**src/common/abbx_pkg.sv**
```systemverilog
`default_nettype none

package abbx_pkg;

    // --------------------------------------------------------------
    // Operation codes issued by the decoder
    // --------------------------------------------------------------
    typedef enum logic [2:0] {
        ABBX_OP_NOP   = 3'h0,
        ABBX_OP_ADD   = 3'h1,
        ABBX_OP_ADDC  = 3'h2,
        ABBX_OP_BCLR  = 3'h3,
        ABBX_OP_BSET  = 3'h4,
        ABBX_OP_TSKC  = 3'h5,
        ABBX_OP_TSKS  = 3'h6,
        ABBX_OP_RJMP  = 3'h7
    } abbx_op_t;

    // --------------------------------------------------------------
    // Widths and positions
    // --------------------------------------------------------------
    localparam int unsigned ABBX_DW      = 8;
    localparam int unsigned ABBX_AW      = 7;
    localparam int unsigned ABBX_PCW     = 15;
    localparam int unsigned ABBX_OFSW    = 9;
    localparam int unsigned ABBX_HC_BIT  = 4;
    localparam int unsigned ABBX_CY_BIT  = 8;

    // --------------------------------------------------------------
    // Wishbone register map (byte addresses)
    // --------------------------------------------------------------
    localparam logic [7:0] ABBX_REG_ACC    = 8'h00;
    localparam logic [7:0] ABBX_REG_FLAGS  = 8'h04;
    localparam logic [7:0] ABBX_REG_PC     = 8'h08;
    localparam logic [7:0] ABBX_REG_STATE  = 8'h0C;
    localparam int unsigned ABBX_FLG_C     = 0;
    localparam int unsigned ABBX_FLG_HC    = 1;
    localparam int unsigned ABBX_FLG_Z     = 2;

    // --------------------------------------------------------------
    // Reset values
    // --------------------------------------------------------------
    localparam logic [7:0]  ABBX_ACC_RST   = 8'h00;
    localparam logic [2:0]  ABBX_FLG_RST   = 3'h0;
    localparam logic [14:0] ABBX_PC_RST    = 15'h0000;

    // --------------------------------------------------------------
    // Timing
    // --------------------------------------------------------------
    localparam int unsigned ABBX_CLK_NS    = 100;
    localparam int unsigned ABBX_LONG_CYC  = 2;

endpackage : abbx_pkg

`default_nettype wire

```
**src/hdl/abbx_adder.sv**
```systemverilog
`timescale 1ns/1ps
`default_nettype none

module abbx_adder
    import abbx_pkg::*;
(
    input  wire logic [7:0] a_i,
    input  wire logic [7:0] b_i,
    input  wire logic       cin_i,
    output logic      [7:0] sum_o,
    output logic            carry_o,
    output logic            half_o,
    output logic            zero_o
);
    logic [8:0] full;
    logic [4:0] low;

    always_comb begin
        full    = {1'b0, a_i} + {1'b0, b_i} + {8'h00, cin_i};
        low     = {1'b0, a_i[3:0]} + {1'b0, b_i[3:0]} + {4'h0, cin_i};
        sum_o   = full[7:0];
        carry_o = full[ABBX_CY_BIT];
        half_o  = low[ABBX_HC_BIT];
        zero_o  = (full[7:0] == 8'h00);
    end

endmodule : abbx_adder

`default_nettype wire

```
**src/hdl/abbx_exec.sv**
```systemverilog
`timescale 1ns/1ps
`default_nettype none

module abbx_exec
    import abbx_pkg::*;
(
    input  wire logic        clk_i,
    input  wire logic        rst_i,
    // Decoded instruction
    input  wire logic        issue_i,
    input  wire logic [2:0]  op_i,
    input  wire logic        jump_acc_i,
    input  wire logic [6:0]  file_addr_i,
    input  wire logic        dest_i,
    input  wire logic [2:0]  bit_idx_i,
    input  wire logic [8:0]  offset_i,
    output logic             ready_o,
    output logic             discard_o,
    // Data memory
    output logic [6:0]       mem_addr_o,
    input  wire logic [7:0]  mem_rdata_i,
    output logic             mem_we_o,
    output logic [7:0]       mem_wdata_o,
    // Program counter (already incremented value)
    output logic [14:0]      program_counter_o,
    output logic             pc_load_o,
    // Visible state
    output logic [7:0]       acc_o,
    output logic             carry_flag_o,
    output logic             half_carry_flag_o,
    output logic             zero_flag_o,
    // Wishbone classic slave
    input  wire logic        wb_cyc_i,
    input  wire logic        wb_stb_i,
    input  wire logic        wb_we_i,
    input  wire logic [7:0]  wb_adr_i,
    input  wire logic [3:0]  wb_sel_i,
    input  wire logic [31:0] wb_dat_i,
    output logic [31:0]      wb_dat_o,
    output logic             wb_ack_o
);

    // ----------------------------------------------------------------
    // Sequencer
    // ----------------------------------------------------------------
    typedef enum logic [1:0] {
        ABBX_ST_EXEC  = 2'b01,
        ABBX_ST_FLUSH = 2'b10
    } abbx_state_t;

    abbx_state_t  state_q, state_d;
    logic [7:0]   acc_q, acc_d;
    logic         c_q, c_d, hc_q, hc_d, z_q, z_d;
    logic [14:0]  pc_q, pc_d;
    logic         pc_load_q, pc_load_d;
    logic         mem_we_q, mem_we_d;
    logic [7:0]   mem_wdata_q, mem_wdata_d;
    logic [6:0]   mem_addr_q, mem_addr_d;
    logic         ack_q, ack_d;
    logic [31:0]  rdat_q, rdat_d;

    logic [7:0]   sum;
    logic         sum_c, sum_hc, sum_z;
    logic         add_cin;
    logic         sel_bit;
    logic [7:0]   bit_mask;
    logic         wb_req;
    logic         take;
    abbx_op_t     op;

    assign op      = abbx_op_t'(op_i);
    assign add_cin = (op == ABBX_OP_ADDC) ? c_q : 1'b0;
    assign sel_bit = mem_rdata_i[bit_idx_i];
    assign bit_mask = 8'h01 << bit_idx_i;
    assign wb_req  = wb_cyc_i && wb_stb_i && !ack_q;
    // One address port: hold off a new instruction while a file write is pending,
    // otherwise the write lands at the wrong address and a re-read sees stale data
    assign take    = issue_i && !mem_we_q;

    abbx_adder u_adder (
        .a_i     (acc_q),
        .b_i     (mem_rdata_i),
        .cin_i   (add_cin),
        .sum_o   (sum),
        .carry_o (sum_c),
        .half_o  (sum_hc),
        .zero_o  (sum_z)
    );

    // ----------------------------------------------------------------
    // Execution
    // ----------------------------------------------------------------
    always_comb begin
        state_d     = state_q;
        acc_d       = acc_q;
        c_d         = c_q;
        hc_d        = hc_q;
        z_d         = z_q;
        pc_d        = pc_q;
        pc_load_d   = 1'b0;
        mem_we_d    = 1'b0;
        mem_wdata_d = mem_wdata_q;
        mem_addr_d  = mem_addr_q;
        unique case (state_q)
            ABBX_ST_EXEC: begin
                if (take) begin
                    mem_addr_d = file_addr_i;
                    unique case (op)
                        ABBX_OP_ADD, ABBX_OP_ADDC: begin
                            c_d  = sum_c;
                            hc_d = sum_hc;
                            z_d  = sum_z;
                            if (dest_i) begin
                                mem_we_d    = 1'b1;
                                mem_wdata_d = sum;
                            end else begin
                                acc_d = sum;
                            end
                        end
                        ABBX_OP_BCLR: begin
                            mem_we_d    = 1'b1;
                            mem_wdata_d = mem_rdata_i & ~bit_mask;
                        end
                        ABBX_OP_BSET: begin
                            mem_we_d    = 1'b1;
                            mem_wdata_d = mem_rdata_i | bit_mask;
                        end
                        ABBX_OP_TSKC: begin
                            if (!sel_bit) begin
                                state_d = ABBX_ST_FLUSH;
                            end
                        end
                        ABBX_OP_TSKS: begin
                            if (sel_bit) begin
                                state_d = ABBX_ST_FLUSH;
                            end
                        end
                        ABBX_OP_RJMP: begin
                            pc_load_d = 1'b1;
                            state_d   = ABBX_ST_FLUSH;
                            if (jump_acc_i) begin
                                pc_d = pc_q + {7'h00, acc_q};
                            end else begin
                                pc_d = pc_q + {{6{offset_i[8]}}, offset_i};
                            end
                        end
                        ABBX_OP_NOP: begin
                        end
                    endcase
                    if (!pc_load_d) begin
                        pc_d = pc_q + 15'h0001;
                    end
                end
            end
            ABBX_ST_FLUSH: begin
                // Discarded slot counts as a no-operation that still advances
                state_d = ABBX_ST_EXEC;
                pc_d    = pc_q + 15'h0001;
            end
            default: state_d = ABBX_ST_EXEC;
        endcase
        if (wb_req && wb_we_i && wb_sel_i[0]) begin
            unique case (wb_adr_i)
                ABBX_REG_ACC:   acc_d = wb_dat_i[7:0];
                ABBX_REG_FLAGS: begin
                    c_d  = wb_dat_i[ABBX_FLG_C];
                    hc_d = wb_dat_i[ABBX_FLG_HC];
                    z_d  = wb_dat_i[ABBX_FLG_Z];
                end
                default: begin
                end
            endcase
        end
    end

    // ----------------------------------------------------------------
    // Wishbone slave: one registered ack per request, the cycle after it
    // ----------------------------------------------------------------
    always_comb begin
        ack_d  = wb_req;
        rdat_d = 32'h0000_0000;
        if (wb_req && !wb_we_i) begin
            unique case (wb_adr_i)
                ABBX_REG_ACC:   rdat_d = {24'h00_0000, acc_q};
                ABBX_REG_FLAGS: rdat_d = {29'h0000_0000, z_q, hc_q, c_q};
                ABBX_REG_PC:    rdat_d = {17'h0_0000, pc_q};
                ABBX_REG_STATE: rdat_d = {30'h0000_0000, state_q};
                default:        rdat_d = 32'h0000_0000;
            endcase
        end
    end

    always_ff @(posedge clk_i) begin
        if (rst_i) begin
            state_q     <= ABBX_ST_EXEC;
            acc_q       <= ABBX_ACC_RST;
            c_q         <= 1'b0;
            hc_q        <= 1'b0;
            z_q         <= 1'b0;
            pc_q        <= ABBX_PC_RST;
            pc_load_q   <= 1'b0;
            mem_we_q    <= 1'b0;
            mem_wdata_q <= 8'h00;
            mem_addr_q  <= 7'h00;
            ack_q       <= 1'b0;
            rdat_q      <= 32'h0000_0000;
        end else begin
            state_q     <= state_d;
            acc_q       <= acc_d;
            c_q         <= c_d;
            hc_q        <= hc_d;
            z_q         <= z_d;
            pc_q        <= pc_d;
            pc_load_q   <= pc_load_d;
            mem_we_q    <= mem_we_d;
            mem_wdata_q <= mem_wdata_d;
            mem_addr_q  <= mem_addr_d;
            ack_q       <= ack_d;
            rdat_q      <= rdat_d;
        end
    end

    // ----------------------------------------------------------------
    // Outputs
    // ----------------------------------------------------------------
    assign ready_o           = (state_q == ABBX_ST_EXEC) && !mem_we_q;
    assign discard_o         = (state_q == ABBX_ST_FLUSH);
    assign mem_addr_o        = take ? file_addr_i : mem_addr_q;
    assign mem_we_o          = mem_we_q;
    assign mem_wdata_o       = mem_wdata_q;
    assign program_counter_o = pc_q;
    assign pc_load_o         = pc_load_q;
    assign acc_o             = acc_q;
    assign carry_flag_o      = c_q;
    assign half_carry_flag_o = hc_q;
    assign zero_flag_o       = z_q;
    assign wb_dat_o          = rdat_q;
    assign wb_ack_o          = ack_q;

endmodule : abbx_exec

`default_nettype wire

```
**config.mk**
```make
export PLATFORM = sky130hd
export DESIGN_NAME = abbx_exec
export DESIGN_NICKNAME = d
export VERILOG_FILES = /design/src/common/abbx_pkg.sv /design/src/hdl/abbx_adder.sv /design/src/hdl/abbx_exec.sv
export SDC_FILE = /design/constraint.sdc
export NUM_CORES = 1
export LEC_CHECK = 0
export BUFFER_PORTS_ARGS = -buffer_cell sky130_fd_sc_hd__buf_2
export CAP_MARGIN = 20
export CELL_PAD_IN_SITES_DETAIL_PLACEMENT = 2
export CELL_PAD_IN_SITES_GLOBAL_PLACEMENT = 2
export CORE_MARGIN = 3
export CORE_UTILIZATION = 28
export DETAILED_ROUTE_END_ITERATION = 16
export MAX_ROUTING_LAYER = met4
export PLACE_DENSITY_LB_ADDON = 0.15
export SETUP_SLACK_MARGIN = 0.1
export SYNTH_ARGS = -nofsm -noshare
export SYNTH_HDL_FRONTEND = slang
export SYNTH_SLANG_ARGS = --single-unit
```
**constraint.sdc**
```tcl
create_clock -name clk_i -period 3.35 [get_ports clk_i]
set_clock_uncertainty 0.15 [all_clocks]
set_input_delay 0.1675 -clock clk_i [delete_from_list [all_inputs] [get_ports clk_i]]
set_output_delay 0.1675 -clock clk_i [all_outputs]
set_load 0.02 [all_outputs]
```
==> impl_metrics.env <==
export IMPL_path_cells="dlygate4sd3_1 -> buf_2 -> nor4bb_4 -> fa_2 -> inv_1 -> fa_1 -> nor2b_1 -> o31a_1 -> o31a_1 -> nor3_2 -> buf_4 -> nor4_1 -> a31o_2"
export IMPL_fin_tns_setup_ps=0
export IMPL_gp_congestion=0.8375
export IMPL_first_pass_iters=4
export IMPL_path_common_cell="o31a_1"
export IMPL_grt_remaining_overflow=0
export IMPL_n_antenna_cell=0
export IMPL_status="completed"
export IMPL_yosys_warnings=0
export IMPL_grt_util_all_layers_pct=20.68
export IMPL_cp_required_ps=3490
export IMPL_clock_sinks=61
export IMPL_finalCriticalPeriod_ps=3022
export IMPL_crit_family="buffers and inverters"
export IMPL_power_density_nw_per_um2=398.6
export IMPL_ys_types=66
export IMPL_slowest_delay_ps=540
export IMPL_die_area_um2=17170
export IMPL_worst_path_buf_inv=4
export IMPL_syn_area_um2=4377
export IMPL_cts_reportedPaths_clkPinSlew_ps=60
export IMPL_syn_to_final_growth_pct=27.50
export IMPL_slowest_stage="dlygate4sd3_1"
export IMPL_start_util_pct=28.68
export IMPL_worstSetupStartpointType="input port"
export IMPL_synthArstFlopShare_pct=0
export IMPL_reg2regPathDepth=8
export IMPL_ys_flop_type="dfxtp_1"
export IMPL_ir_worst_vdd_mv=0.2356
export IMPL_worst_pin_slew_ps=700.5
export IMPL_grt_pass1_wl_um=26480
export IMPL_ys_seq_area_share_pct=27.90
export IMPL_grt_max_degree=27
export IMPL_htreeDepth=3
export IMPL_cts_root_buf="clkbuf_16"
export IMPL_synth_enable_flop_cells=0
export IMPL_drc_errors=0
export IMPL_path_class="input port to register"
export IMPL_fillCellCount=1791
export IMPL_setup_viol_count_final=0
export IMPL_drv_cap=0
export IMPL_grt_antenna_before_repair=0
export IMPL_grt_pass1_vias=4763
export IMPL_cts_buffer_depth=2
export IMPL_synth_most_common_cell="nor2_1"
export IMPL_rsz0062_at_grt="false"
export IMPL_cp_arrival_ps=3160
export IMPL_synth_top_area_share_pct=27.90
export IMPL_rows=45
export IMPL_die_h_um=131.0
export IMPL_die_w_um=131.0
export IMPL_p_leak_nw=2.551
export IMPL_wire_per_inst_um=19.47
export IMPL_avgSynthCellArea_um2=8.274
export IMPL_slew_viol_final=0
export IMPL_post_route_period_util_pct=90.22
export IMPL_synth_top_area_cell="dfxtp_1"
export IMPL_min_path_type="input port to register"
export IMPL_ys_top_cells_by_area="dfxtp_1 (28%), ha_1 (6.3%), mux2i_1 (5.9%)"
export IMPL_synth_common_cells="nor2_1 (62), dfxtp_1 (61), nand2_1 (37)"
export IMPL_crit_fanout=7
export IMPL_wl_um=16960
export IMPL_fmax_mhz=330.9
export IMPL_drive_gt1_share_pct=29.09
export IMPL_relSlewSlack_pct=53.30
export IMPL_fin_nets=762
export IMPL_holdWs_ps=12.40
export IMPL_cts_buffers=9
export IMPL_ant_nets=0
export IMPL_viasPerCell=5.166
export IMPL_min_path_cells=3
export IMPL_dp_hpwl_um=13380
export IMPL_path_depth=13
export IMPL_hold_violations=0
export IMPL_cts_tree="built"
export IMPL_insertion_delay_ps=340
export IMPL_drt_iter0_drc=224
export IMPL_synth_seq_cells=61
export IMPL_end_kind="register"
export IMPL_core_um2=15260
export IMPL_port_buffers=115
export IMPL_vias=4500
export IMPL_synthCells=529
export IMPL_ios=160
-- final cells by class --
type	instances	area [um2]	share of cell area, %
clock buffer	12	266.5	4.776
tap	211	264.0	4.731
clock inverter	4	45.04	0.8072
inverter	13	48.80	0.8744
multi-input combinational	427	2929	52.49
timing repair buffer	143	805.8	14.44
sequential	61	1221	21.88
-- routing by layer --
metal  share of wire (%)  global-route usage [%]
met3                 4.7                   3.049
met4                 1.6                   5.747
met1                  48                   27.77
met5                   0                       -
met2                  45                   32.47
-- placed cells by master, fill, tap and decap left out, types with 5 or more instances in the layout --
cell type,instances
buf_2,115
nor2_1,62
dfxtp_1,61
nand2_1,37
a21oi_1,35
o21ai_0,28
mux2i_1,26
ha_1,22
buf_4,20
conb_1,17
nor3_1,15
mux2_2,14
inv_1,13
nand3_1,13
nor2b_1,11
and3_1,9
clkbuf_16,9
nand2b_1,8
and2_1,8
dlygate4sd3_1,8
a211oi_1,7
xnor2_1,7
a31oi_1,7
xor2_1,6
nand3b_1,6
o211ai_1,6
nor4_1,5
nor3b_1,5
nand4_1,5
-- sequential cells by signal (all words and copies together) (netlist names) --
signal             cells
wb_ack_o               1
half_carry_flag_o      1
mem_addr_q             7
acc_o                  8
carry_flag_o           1
mem_wdata_o            8
pc_load_o              1
state_q                2
wb_dat_o              15
zero_flag_o            1
mem_we_o               1
program_counter_o     15
-- through the flow --
stage | utilization, % | setup WS, ps | cell area (um2) | cells | total power [mW]
final | 36.57 | 327.8 | 5580 | 871 | 2.224
after global placement | 33.82 | 421.7 | 5160 | 847 | 1.233
after detailed placement | 33.82 | 331.5 | 5160 | 847 | 1.249
after global routing | 36.57 | 150.3 | 5580 | 871 | 2.345
after floorplan | - | 620.4 | 4437 | 545 | 1.096
after CTS | 36.38 | 155.0 | 5552 | 871 | 2.250
-- power breakdown --
part	total, mW	internal, mW	switching [mW]
combinational	0.460	0.180	0.280
sequential	0.783	0.754	0.0290
clock	0.982	0.633	0.349
-- worst min-delay path, delay by kind of cell --
family	cells	cell delay [ps]
AO/OA/AOI/OAI	1	60
buffers and inverters	1	100
AND/OR/NAND/NOR	1	130
-- cell families (layout without fill, tap and decap cells) --
group	after synthesis	count (layout)	share of synthesized area [%]
and+or+nand+nor	202	202	23.64
AOI/OAI and AO/OA	125	125	19.07
DFF	61	61	27.90
buffers and inverters	57	172	7.204
muxes	44	44	11.61
adders and majority gates	26	26	7.890
xor gates and xnor gates	13	13	2.602
other	1	17	0.08568
-- worst paths after layout --
kind                                startpoint        endpoint  slack [ps]
worst max-delay path                   op_i[2]     zero_flag_o         330
worst min register to register  mem_wdata_o[1]  mem_wdata_o[1]         310
worst max register to register    carry_flag_o  mem_wdata_o[7]         500
worst min-delay path               wb_dat_i[6]        acc_o[6]          10
-- repair_timing --
action	in CTS	in global routing
hold endpoints to repair	9	0
setup endpoints to repair	0	4
setup buffers	0	0
hold buffers	8	0
gates resized for setup	0	6
No activity file was read; power rests on OpenSTA's default activity.
